`config.mk`:
```
export PLATFORM = sky130hd
export DESIGN_NAME = lfcs_ctrl_flat
export DESIGN_NICKNAME = d
export VERILOG_FILES = /design/src/design/lfcs_pkg.sv /design/src/design/lfcs_if.sv /design/src/design/lfcs_ctrl.sv /design/src/flat_wrapper.sv
export VERILOG_INCLUDE_DIRS = /design/src /design/src/design
export SDC_FILE = /design/constraint.sdc
export NUM_CORES = 1
export LEC_CHECK = 0
export ABC_AREA = 1
export BUFFER_PORTS_ARGS = -buffer_cell sky130_fd_sc_hd__buf_2
export CORE_MARGIN = 3
export CORE_UTILIZATION = 50
export DETAILED_ROUTE_END_ITERATION = 10
export PLACE_DENSITY = 0.71
export SLEW_MARGIN = 20
export SYNTH_ARGS = -nofsm -noshare
export SYNTH_HDL_FRONTEND = slang
export SYNTH_SLANG_ARGS = --single-unit
```
`constraint.sdc`:
```
create_clock -name REF_CLK -period 1.8 [get_ports REF_CLK]
set_input_delay 0.36 -clock REF_CLK [delete_from_list [all_inputs] [get_ports REF_CLK]]
set_output_delay 0.36 -clock REF_CLK [all_outputs]
set_load 0.05 [all_outputs]
```
`src/design/lfcs_cfg.svh`:
```
// Offsets, bit positions, reset values and timing counts of the LIN
// frame control and status block.
// Assumes a 100 MHz REF_CLK; included by bare name.
`ifndef LFCS_CFG_SVH
`define LFCS_CFG_SVH

// ------------------------------------------------------------
// Register offsets
// ------------------------------------------------------------
`define LFCS_OFS_CTRL 8'h08
`define LFCS_OFS_STAT 8'h09
`define LFCS_OFS_ERR 8'h0A
`define LFCS_OFS_SIZE 8'h0B
`define LFCS_OFS_CFG 8'h0F

// ------------------------------------------------------------
// Field positions
// ------------------------------------------------------------
`define LFCS_CTRL_STOP 7
`define LFCS_CTRL_SLEEP 6
`define LFCS_CTRL_DIR 5
`define LFCS_CTRL_ACK 4
`define LFCS_CTRL_IRQCLR 3
`define LFCS_CTRL_ERRCLR 2
`define LFCS_CTRL_WAKE 1
`define LFCS_CTRL_START 0
`define LFCS_ST_ACTIVE 7
`define LFCS_ST_IDLE 6
`define LFCS_ST_ABORT 5
`define LFCS_ST_IDRX 4
`define LFCS_ST_IRQ 3
`define LFCS_ST_ERROR 2
`define LFCS_ST_WAKEUP 1
`define LFCS_ST_DONE 0
`define LFCS_ERR_SYNC 4
`define LFCS_ERR_PAR 3
`define LFCS_ERR_FRAME_TIMEOUT_ERROR 2
`define LFCS_ERR_CHK 1
`define LFCS_ERR_BIT 0
`define LFCS_SIZE_ENH 7
`define LFCS_CFG_MODE 6

// ------------------------------------------------------------
// Reset values and length codes
// ------------------------------------------------------------
`define LFCS_RST_BYTE 8'h00
`define LFCS_LEN_MAX 4'h8
`define LFCS_LEN_BY_ID 4'hF

// ------------------------------------------------------------
// Timing
// ------------------------------------------------------------
`define LFCS_CLK_HZ 100000000
`define LFCS_IDLE_TIME_S 4
`define LFCS_IDLE_CYC (`LFCS_IDLE_TIME_S * `LFCS_CLK_HZ)
`define LFCS_WAKE_TIME_US 250
`define LFCS_WAKE_CYC (`LFCS_WAKE_TIME_US * (`LFCS_CLK_HZ / 1000000))
`define LFCS_FRAME_TIME_US 10000
`define LFCS_FRAME_CYC (`LFCS_FRAME_TIME_US * (`LFCS_CLK_HZ / 1000000))

`endif

```
`src/design/lfcs_pkg.sv`:
```
// Types for the LIN frame control block: link states and the register byte.
// Assumes nothing beyond a SystemVerilog compiler.
package lfcs_pkg;
   typedef enum logic [1:0] {
      LFCS_IDLE = 2'b00,
      LFCS_FRAME = 2'b01,
      LFCS_WAKE = 2'b10
   } lfcs_state_e;
   typedef logic [7:0] lfcs_byte_t;
endpackage : lfcs_pkg

```
`src/design/lfcs_if.sv`:
```
// Link between the control/status block and the LIN frame engine.
// Both ends run on the same REF_CLK; pulses are one cycle long.
`timescale 1ns/1ps
interface lfcs_if;
   logic start_p;
   logic stop_p;
   logic ack_p;
   logic wake_p;
   logic dir;
   logic master;
   logic [3:0] len;
   logic enh;
   logic active;
   logic brk_p;
   logic id_p;
   logic byte1_p;
   logic done_p;
   logic [4:0] err_p;
   logic wake_rx_p;
   logic wake_tx;
   logic [1:0] id_hi;

   modport ctrl (output start_p, stop_p, ack_p, wake_p, dir, master, len, enh,
                 input active, brk_p, id_p, byte1_p, done_p, err_p, wake_rx_p, wake_tx, id_hi);
   modport link (input start_p, stop_p, ack_p, wake_p, dir, master, len, enh,
                 output active, brk_p, id_p, byte1_p, done_p, err_p, wake_rx_p, wake_tx, id_hi);
endinterface : lfcs_if

```
`src/design/lfcs_ctrl.sv`:
```
// Control, status, error and message-size registers of a LIN
// controller, master or slave, behind an 8-bit indirect register port.
// Assumes the frame engine on the link shares REF_CLK.
//
// Operation
// [RULE_01] Slave stop bit: ignore bus until break
// [RULE_02] Application sets sleep warning, clears on wake
// [RULE_03] Direction bit: 0 receive, 1 transmit
// [RULE_04] Slave data acknowledge, self clearing
// [RULE_05] Interrupt clear strobe clears pending bit
// [RULE_06] Error clear strobe clears all error bits
// [RULE_07] Wake request sends wake-up, then self clears
// [RULE_08] Master start request; cleared on done/error
// [RULE_09] Activity bit follows bus activity
// [RULE_10] Slave idle timeout after four seconds
// [RULE_11] Slave abort on early break or stop
// [RULE_12] Slave identifier received flag
// [RULE_13] Summary error sticky until error clear
// [RULE_14] Wake-up bit: sending or received
// [RULE_15] Done cleared at frame start, set at end
// [RULE_16] Slave sync field error flag
// [RULE_17] Slave parity error flag
// [RULE_18] Timeout error: four causes
// [RULE_19] Checksum mismatch error flag
// [RULE_20] Readback mismatch error flag
// [RULE_21] Checksum variant: classic or enhanced
// [RULE_22] Length codes 0-8, reserved, by-identifier
// [RULE_23] By-identifier lengths 2,2,4,8 bytes
// [RULE_24] Mode bit: 0 slave, 1 master
//
// The plain strobed port was decided locally.
`timescale 1ns/1ps
`include "lfcs_cfg.svh"
module lfcs_ctrl #(
   parameter int IDLE_CYC = `LFCS_IDLE_CYC
) (
   input wire logic REF_CLK,
   input wire logic RST,
   input wire logic [7:0] REG_ADDR,
   input wire logic [7:0] REG_WDATA,
   input wire logic REG_WR,
   input wire logic REG_RD,
   output lfcs_pkg::lfcs_byte_t REG_RDATA,
   lfcs_if.ctrl LNK
);
   logic master_r, sleep_r, dir_r, ack_r, wreq_r, start_r;
   logic [7:0] size_r;
   logic blocked_r, frame_r, wait_ack_r;
   logic idle_r, abort_r, idrx_r, irq_r, error_r, wake_rx_r, done_r;
   logic [4:0] err_r;
   logic [31:0] idle_cnt_r;
   logic wr_ctrl, wr_size, wr_cfg, irq_clr, err_clr, stop_wr, ack_wr;
   logic ok, brk, id_ev, done_ev, ack_miss, err_any;
   logic [4:0] err_set;
   logic [3:0] len_nxt;

   // ------------------------------------------------------------
   // Write decode
   // ------------------------------------------------------------
   assign wr_ctrl = REG_WR && (REG_ADDR == `LFCS_OFS_CTRL);
   assign wr_size = REG_WR && (REG_ADDR == `LFCS_OFS_SIZE);
   assign wr_cfg = REG_WR && (REG_ADDR == `LFCS_OFS_CFG);
   assign irq_clr = wr_ctrl && REG_WDATA[`LFCS_CTRL_IRQCLR]; // [RULE_05]
   assign err_clr = wr_ctrl && REG_WDATA[`LFCS_CTRL_ERRCLR]; // [RULE_06]
   assign stop_wr = wr_ctrl && REG_WDATA[`LFCS_CTRL_STOP] && !master_r; // [RULE_01] [RULE_24]
   assign ack_wr = wr_ctrl && REG_WDATA[`LFCS_CTRL_ACK] && !master_r; // [RULE_04] [RULE_24]

   // ------------------------------------------------------------
   // Event qualification
   // ------------------------------------------------------------
   // While stopped, everything but the next break and a received wake-up is ignored
   assign brk = LNK.brk_p && !master_r;
   assign ok = !blocked_r; // [RULE_01]
   assign id_ev = LNK.id_p && ok && !master_r;
   assign done_ev = LNK.done_p && ok;
   assign ack_miss = LNK.byte1_p && ok && wait_ack_r && !ack_wr && !stop_wr; // [RULE_18]
   always_comb begin
      err_set = LNK.err_p & {5{ok}};
      err_set[`LFCS_ERR_SYNC] = err_set[`LFCS_ERR_SYNC] && !master_r; // [RULE_16]
      err_set[`LFCS_ERR_PAR] = err_set[`LFCS_ERR_PAR] && !master_r; // [RULE_17]
      err_set[`LFCS_ERR_FRAME_TIMEOUT_ERROR] = err_set[`LFCS_ERR_FRAME_TIMEOUT_ERROR] || ack_miss; // [RULE_18]
   end
   assign err_any = |err_set;

   // ------------------------------------------------------------
   // Configuration and message size
   // ------------------------------------------------------------
   always_ff @(posedge REF_CLK) begin
      if (RST) begin
         master_r <= 1'b0;
         size_r <= `LFCS_RST_BYTE;
      end else begin
         if (wr_cfg) begin
            master_r <= REG_WDATA[`LFCS_CFG_MODE]; // [RULE_24]
         end
         if (wr_size) begin
            size_r <= {REG_WDATA[`LFCS_SIZE_ENH], 3'h0, REG_WDATA[3:0]}; // [RULE_21]
         end
      end
   end

   // Reserved codes give no data bytes rather than a guess
   always_comb begin
      if (size_r[3:0] == `LFCS_LEN_BY_ID) begin
         case (LNK.id_hi) // [RULE_23]
            2'h2: len_nxt = 4'h4;
            2'h3: len_nxt = 4'h8;
            default: len_nxt = 4'h2;
         endcase
      end else if (size_r[3:0] > `LFCS_LEN_MAX) begin
         len_nxt = 4'h0; // [RULE_22]
      end else begin
         len_nxt = size_r[3:0]; // [RULE_22]
      end
   end

   // ------------------------------------------------------------
   // Control bits
   // ------------------------------------------------------------
   always_ff @(posedge REF_CLK) begin
      if (RST) begin
         sleep_r <= 1'b0;
         dir_r <= 1'b0;
         ack_r <= 1'b0;
         wreq_r <= 1'b0;
         start_r <= 1'b0;
      end else begin
         if (wr_ctrl) begin
            sleep_r <= REG_WDATA[`LFCS_CTRL_SLEEP]; // [RULE_02]
            dir_r <= REG_WDATA[`LFCS_CTRL_DIR]; // [RULE_03]
         end
         ack_r <= ack_wr; // [RULE_04]
         wreq_r <= (wreq_r && !LNK.wake_tx) || (wr_ctrl && REG_WDATA[`LFCS_CTRL_WAKE]); // [RULE_07]
         start_r <= (start_r && !done_ev && !err_any)
                    || (wr_ctrl && REG_WDATA[`LFCS_CTRL_START] && master_r); // [RULE_08]
      end
   end

   // ------------------------------------------------------------
   // Link outputs
   // ------------------------------------------------------------
   always_ff @(posedge REF_CLK) begin
      if (RST) begin
         LNK.start_p <= 1'b0;
         LNK.stop_p <= 1'b0;
         LNK.ack_p <= 1'b0;
         LNK.wake_p <= 1'b0;
         LNK.dir <= 1'b0;
         LNK.master <= 1'b0;
         LNK.len <= '0;
         LNK.enh <= 1'b0;
      end else begin
         // A start written while one runs is not re-sent
         LNK.start_p <= wr_ctrl && REG_WDATA[`LFCS_CTRL_START] && master_r && !start_r; // [RULE_08]
         LNK.stop_p <= stop_wr; // [RULE_01]
         LNK.ack_p <= ack_wr; // [RULE_04]
         LNK.wake_p <= wr_ctrl && REG_WDATA[`LFCS_CTRL_WAKE] && !wreq_r; // [RULE_07]
         LNK.dir <= dir_r; // [RULE_03]
         LNK.master <= master_r;
         LNK.len <= len_nxt;
         LNK.enh <= size_r[`LFCS_SIZE_ENH]; // [RULE_21]
      end
   end

   // ------------------------------------------------------------
   // Frame tracking, stop and acknowledge window
   // ------------------------------------------------------------
   always_ff @(posedge REF_CLK) begin
      if (RST) begin
         blocked_r <= 1'b0;
         frame_r <= 1'b0;
         wait_ack_r <= 1'b0;
      end else begin
         blocked_r <= (blocked_r && !brk) || stop_wr; // [RULE_01]
         frame_r <= (frame_r && !done_ev && !err_any && !stop_wr) || LNK.start_p || brk;
         wait_ack_r <= (wait_ack_r && !ack_wr && !stop_wr && !LNK.byte1_p && !brk) || id_ev;
      end
   end

   // ------------------------------------------------------------
   // Idle timeout
   // ------------------------------------------------------------
   // Counter saturates so the flag cannot wrap back to zero
   always_ff @(posedge REF_CLK) begin
      if (RST) begin
         idle_cnt_r <= '0;
         idle_r <= 1'b0;
      end else if (LNK.active || master_r) begin
         idle_cnt_r <= '0;
         idle_r <= 1'b0;
      end else begin
         if (idle_cnt_r < 32'(IDLE_CYC)) begin
            idle_cnt_r <= idle_cnt_r + 32'd1;
         end
         if (idle_cnt_r >= 32'(IDLE_CYC - 1) && !sleep_r) begin
            idle_r <= 1'b1; // [RULE_10]
         end
      end
   end

   // ------------------------------------------------------------
   // Status and error flags: set wins over clear
   // ------------------------------------------------------------
   always_ff @(posedge REF_CLK) begin
      if (RST) begin
         abort_r <= 1'b0;
         idrx_r <= 1'b0;
         done_r <= 1'b0;
         wake_rx_r <= 1'b0;
      end else begin
         if (stop_wr || (brk && frame_r)) begin
            abort_r <= 1'b1; // [RULE_11]
         end else if (brk) begin
            abort_r <= 1'b0; // [RULE_11]
         end
         idrx_r <= (idrx_r && !ack_wr && !stop_wr && !brk) || id_ev; // [RULE_12]
         if (done_ev) begin
            done_r <= 1'b1; // [RULE_15]
         end else if (LNK.start_p || brk) begin
            done_r <= 1'b0; // [RULE_15]
         end
         wake_rx_r <= (wake_rx_r && !brk && !LNK.start_p) || LNK.wake_rx_p; // [RULE_14]
      end
   end

   always_ff @(posedge REF_CLK) begin
      if (RST) begin
         err_r <= '0;
         error_r <= 1'b0;
         irq_r <= 1'b0;
      end else begin
         err_r <= (err_r & ~{5{err_clr}}) | err_set; // [RULE_06] [RULE_16] [RULE_17] [RULE_19] [RULE_20]
         error_r <= (error_r && !err_clr) || err_any; // [RULE_13]
         irq_r <= (irq_r && !irq_clr) || err_any || done_ev || id_ev || LNK.wake_rx_p
                  || (stop_wr || (brk && frame_r))
                  || (!idle_r && idle_cnt_r >= 32'(IDLE_CYC - 1) && !sleep_r && !LNK.active && !master_r); // [RULE_05]
      end
   end

   // ------------------------------------------------------------
   // Read port: data valid only in the cycle after the strobe
   // ------------------------------------------------------------
   always_ff @(posedge REF_CLK) begin
      if (RST) begin
         REG_RDATA <= `LFCS_RST_BYTE;
      end else if (REG_RD) begin
         case (REG_ADDR)
            `LFCS_OFS_CTRL: REG_RDATA <= {1'b0, sleep_r, dir_r, ack_r, 2'h0, wreq_r, start_r}; // [RULE_01]
            `LFCS_OFS_STAT: REG_RDATA <= {LNK.active, idle_r, abort_r, idrx_r, irq_r, error_r,
                                          LNK.wake_tx || wake_rx_r, done_r}; // [RULE_09] [RULE_14]
            `LFCS_OFS_ERR: REG_RDATA <= {3'h0, err_r};
            `LFCS_OFS_SIZE: REG_RDATA <= size_r;
            `LFCS_OFS_CFG: REG_RDATA <= {1'b0, master_r, 6'h00};
            default: REG_RDATA <= `LFCS_RST_BYTE;
         endcase
      end else begin
         REG_RDATA <= `LFCS_RST_BYTE;
      end
   end
endmodule : lfcs_ctrl

```
`src/flat_wrapper.sv`:
```
// flat-port wrapper written by rule: the top's interface ports become plain ports
module lfcs_ctrl_flat 
#(
   parameter int IDLE_CYC = `LFCS_IDLE_CYC
)
  (REF_CLK, RST, REG_ADDR, REG_WDATA, REG_WR, REG_RD, REG_RDATA, LNK_start_p, LNK_stop_p, LNK_ack_p, LNK_wake_p, LNK_dir, LNK_master, LNK_len, LNK_enh, LNK_active, LNK_brk_p, LNK_id_p, LNK_byte1_p, LNK_done_p, LNK_err_p, LNK_wake_rx_p, LNK_wake_tx, LNK_id_hi);
  lfcs_if LNK_i ();
  input wire logic REF_CLK;
  input wire logic RST;
  input wire logic [7:0] REG_ADDR;
  input wire logic [7:0] REG_WDATA;
  input wire logic REG_WR;
  input wire logic REG_RD;
  output lfcs_pkg::lfcs_byte_t REG_RDATA;
  output wire logic [$bits(LNK_i.start_p)-1:0] LNK_start_p;
  output wire logic [$bits(LNK_i.stop_p)-1:0] LNK_stop_p;
  output wire logic [$bits(LNK_i.ack_p)-1:0] LNK_ack_p;
  output wire logic [$bits(LNK_i.wake_p)-1:0] LNK_wake_p;
  output wire logic [$bits(LNK_i.dir)-1:0] LNK_dir;
  output wire logic [$bits(LNK_i.master)-1:0] LNK_master;
  output wire logic [$bits(LNK_i.len)-1:0] LNK_len;
  output wire logic [$bits(LNK_i.enh)-1:0] LNK_enh;
  input wire logic [$bits(LNK_i.active)-1:0] LNK_active;
  input wire logic [$bits(LNK_i.brk_p)-1:0] LNK_brk_p;
  input wire logic [$bits(LNK_i.id_p)-1:0] LNK_id_p;
  input wire logic [$bits(LNK_i.byte1_p)-1:0] LNK_byte1_p;
  input wire logic [$bits(LNK_i.done_p)-1:0] LNK_done_p;
  input wire logic [$bits(LNK_i.err_p)-1:0] LNK_err_p;
  input wire logic [$bits(LNK_i.wake_rx_p)-1:0] LNK_wake_rx_p;
  input wire logic [$bits(LNK_i.wake_tx)-1:0] LNK_wake_tx;
  input wire logic [$bits(LNK_i.id_hi)-1:0] LNK_id_hi;
  assign LNK_start_p = LNK_i.start_p;
  assign LNK_stop_p = LNK_i.stop_p;
  assign LNK_ack_p = LNK_i.ack_p;
  assign LNK_wake_p = LNK_i.wake_p;
  assign LNK_dir = LNK_i.dir;
  assign LNK_master = LNK_i.master;
  assign LNK_len = LNK_i.len;
  assign LNK_enh = LNK_i.enh;
  assign LNK_i.active = LNK_active;
  assign LNK_i.brk_p = LNK_brk_p;
  assign LNK_i.id_p = LNK_id_p;
  assign LNK_i.byte1_p = LNK_byte1_p;
  assign LNK_i.done_p = LNK_done_p;
  assign LNK_i.err_p = LNK_err_p;
  assign LNK_i.wake_rx_p = LNK_wake_rx_p;
  assign LNK_i.wake_tx = LNK_wake_tx;
  assign LNK_i.id_hi = LNK_id_hi;
  lfcs_ctrl #(.IDLE_CYC(IDLE_CYC)) u_core (.REF_CLK(REF_CLK), .RST(RST), .REG_ADDR(REG_ADDR), .REG_WDATA(REG_WDATA), .REG_WR(REG_WR), .REG_RD(REG_RD), .REG_RDATA(REG_RDATA), .LNK(LNK_i));
endmodule
```
==> out/qor.csv <==
metric,value,unit
status,"complete, no violations",
clock_latency,0.35,ns
syn-cell-area,3980,um2
synthesis.nets,624,
cp.arrival,1.92,ns
power_frac_seq,56.1,%
vias,3938,
synth-seq-cells,76,
portBuffers,52,
synth.distinct_cells,35,
syn_to_final_growth,14.6,%
n_antenna_cell,0,
p_int,2.28,mW
min_from,LNK_wake_rx_p,
pwr-share-clk,38.5,%
hold_viol,0,
drive_gt1_share,18.8,%
clockRootBuffer,clkbuf_8,
grt_util_met2,33.0,%
core,7490,um2
pin_count,53,
r2r_slack,0.16,ns
cp_slowest_cell,dfxtp_1,
swShare,25.7,%
reg2reg_depth,7,
rsz0062_at_grt,false,
drt_pass1_iterations,6,
finClkSkew,0.0135,ns
dpl_cell_area,4380,um2
syn_avg_cell_area,6.76,um2
cts_tree,yes,
post-route-min-period,1.64,ns
grt_start_max_net_pins,31,
rows,31,
power_leakage,1.93,nW
crit_chain,ha_1 > nand3_4 > nor2_2 > nand3_1 > xor2_1 > nand2_1 > a21oi_1,
final_common_cell,nand2_1,
cts.clk_slew.worst_paths,0.09,ns
synth_top_area_cell,dfxtp_1,
dp.cells,739,
fp.dieArea,9070,um2
clockBufferDepth,2,
fill_cells,737,
r2r_start,u_core.idle_cnt_r[1],
grtUsageTotal,22.5,%
design_area,4560,um2
slew_viol_final,0,
synth_edf_count,0,
grt-busiest-layer,met1,
final-seq-area,1520,um2
whs_path_depth,3,
power.total,3.06,mW
grt_use_met1,33.7,%
switchingPower,0.787,mW
finalCritPeriodShare,91.2,%
critPathKind,reg -> reg,
drc,0,
die_h,95.2,um
hold_class,in -> reg,
grt_pass1_wl,16100,um
avgRoutedWirePerCell,13.1,um
synth_top_area_share,38.2,%
fmax,609,MHz
antenna_found_initial,0,
grt_util_met3,5.29,%
drt_iter0_markers,312,
multi_input_area,2070,um2
die_x,95.2,um
grt_pass1_vias,3508,
place_congestion,0.918,
numCtsBuffers,9,
viasPerCell,5.22,
synth.area.top_cells,"dfxtp_1 38%, nand2_1 16%, inv_1 6.7%",
netlist_instances,589,
relSlewSlack,71.4,%
drt-total-wl,9870,um
synth_ff_type,dfxtp_1,
worst_pin_slew,0.427,ns
yosys_warnings,0,
clkSinkCount,76,
max_stage_delay,0.40,ns
layout_common_cells,"165 x nand2_1, 76 x dfxtp_1, 71 x inv_1",
htreeDepth,3,
setup_viol,0,
postCtsHoldBufs,0,
combPwrFrac,5.4,%
drv_cap,0,
ant_nets,0,
nNetsFinal,686,
setup_tns,0,ns
worstPathMaxFanout,5,
start_util,53.2,%
worst_r2r_endpoint,u_core.idle_cnt_r[14],
pwr_density_cell,671,nW/um2
grt_overflow,0,
ys_seq_area_share,38.2,%
dp_hpwl,7520,um
fin_cells,755,
worst_ep_required_time,2.08,ns
endpoint_kind,flip-flop,
start_kind,flip-flop,
async_flop_share,0,%
hold_path_end,u_core.wake_rx_r,
vdd_drop_max,491,uV
==> sequential cells by signal (all words and copies together), names as in the netlist, 4 cells and up <==
name	count
u_core.err_r	5
u_core.LNK.len	4
u_core.idle_cnt_r	32
u_core.size_r	5
u_core.REG_RDATA	8
==> area by class of cell <==
cell class / count / share of cell area, %
Clock buffer: 10 / 2.80
Clock inverter: 6 / 1.04
Inverter: 77 / 6.44
Multi-Input combinational cell: 421 / 45.4
Sequential cell: 76 / 33.3
Tap cell: 99 / 2.71
Timing Repair Buffer: 66 / 8.28
==> power groups by stage <==
stage	Clock, mW	Combinational, mW	Sequential, mW
final	1.18	0.165	1.72
after global routing	1.27	0.184	1.72
after CTS	1.20	0.163	1.72
after detailed placement	0	0.162	1.76
after global placement	0	0.160	1.76
after floorplan	0	0.0863	1.75
==> worst max path at each step <==
stage | from | endpoint | depth (start not counted)
detailed placement | u_core.idle_cnt_r[19] | u_core.idle_cnt_r[5] | 7
finish | u_core.idle_cnt_r[1] | u_core.idle_cnt_r[14] | 7
global route | u_core.idle_cnt_r[1] | u_core.irq_r | 9
CTS | u_core.idle_cnt_r[19] | u_core.idle_cnt_r[17] | 9
floorplan | u_core.idle_cnt_r[0] | u_core.idle_cnt_r[20] | 8
global placement | u_core.idle_cnt_r[21] | u_core.idle_cnt_r[5] | 7
==> synthesized netlist by cell type (3+ instances only) <==
master,number
a21oi_1,44
inv_2,5
o21ai_1,5
nand3_2,5
nor2_1,70
nand3b_1,3
nand3_1,30
clkbuf_1,7
nor2_2,8
dfxtp_1,76
inv_1,71
nor2_4,5
o21ai_0,13
xor2_1,12
nor3_2,5
buf_6,5
nand2_1,165
nand4_1,14
nand2_2,6
nor3_1,18
==> metrics by stage <==
stage / worst slack, ns / util [%] / hold slack [ns]
floorplan: 0.304 / - / 0.408
global placement: 0.169 / 58.4 / 0.416
detailed placement: 0.113 / 58.4 / 0.421
CTS: 0.0963 / 60.8 / 0.252
global route: 0.00166 / 61.0 / 0.272
finish: 0.158 / 61.0 / 0.259
==> layer usage <==
metal / wire length (um) / up-vias
met4: 69 / 0
met3: 809 / 13
met2: 4240 / 150
met1: 4750 / 1779
met5: 0 / -
li1: - / 1996
==> timing repair <==
| item | CTS | global route |
|---|---|---|
| endpoints found under the setup margin | 0 | 25 |
| buffers inserted | 0 | 0 |
| resized for setup | 0 | 2 |
==> cell families (layout without fill, tap and decap cells) <==
logic type / Yosys count / in the layout / synth area share [%]
AND/OR/NAND/NOR: 333 / 333 / 38.3
AO/OA/AOI/OAI: 73 / 73 / 10.0
XOR/XNOR: 14 / 14 / 3.08
adder cells (fa/ha/maj): 1 / 1 / 0.314
flip-flops: 76 / 76 / 38.2
buffers and inverters: 92 / 159 / 10.1
==> critical path: cells and delay by family (launching register included) <==
kind                     cells  cell delay, ns
AO/OA/AOI/OAI                1            0.12
XOR/XNOR                     1            0.17
flip-flops                   1            0.40
AND/OR/NAND/NOR              4            0.64
adder cells (fa/ha/maj)      1            0.24
(Power assumes the default switching activity.)
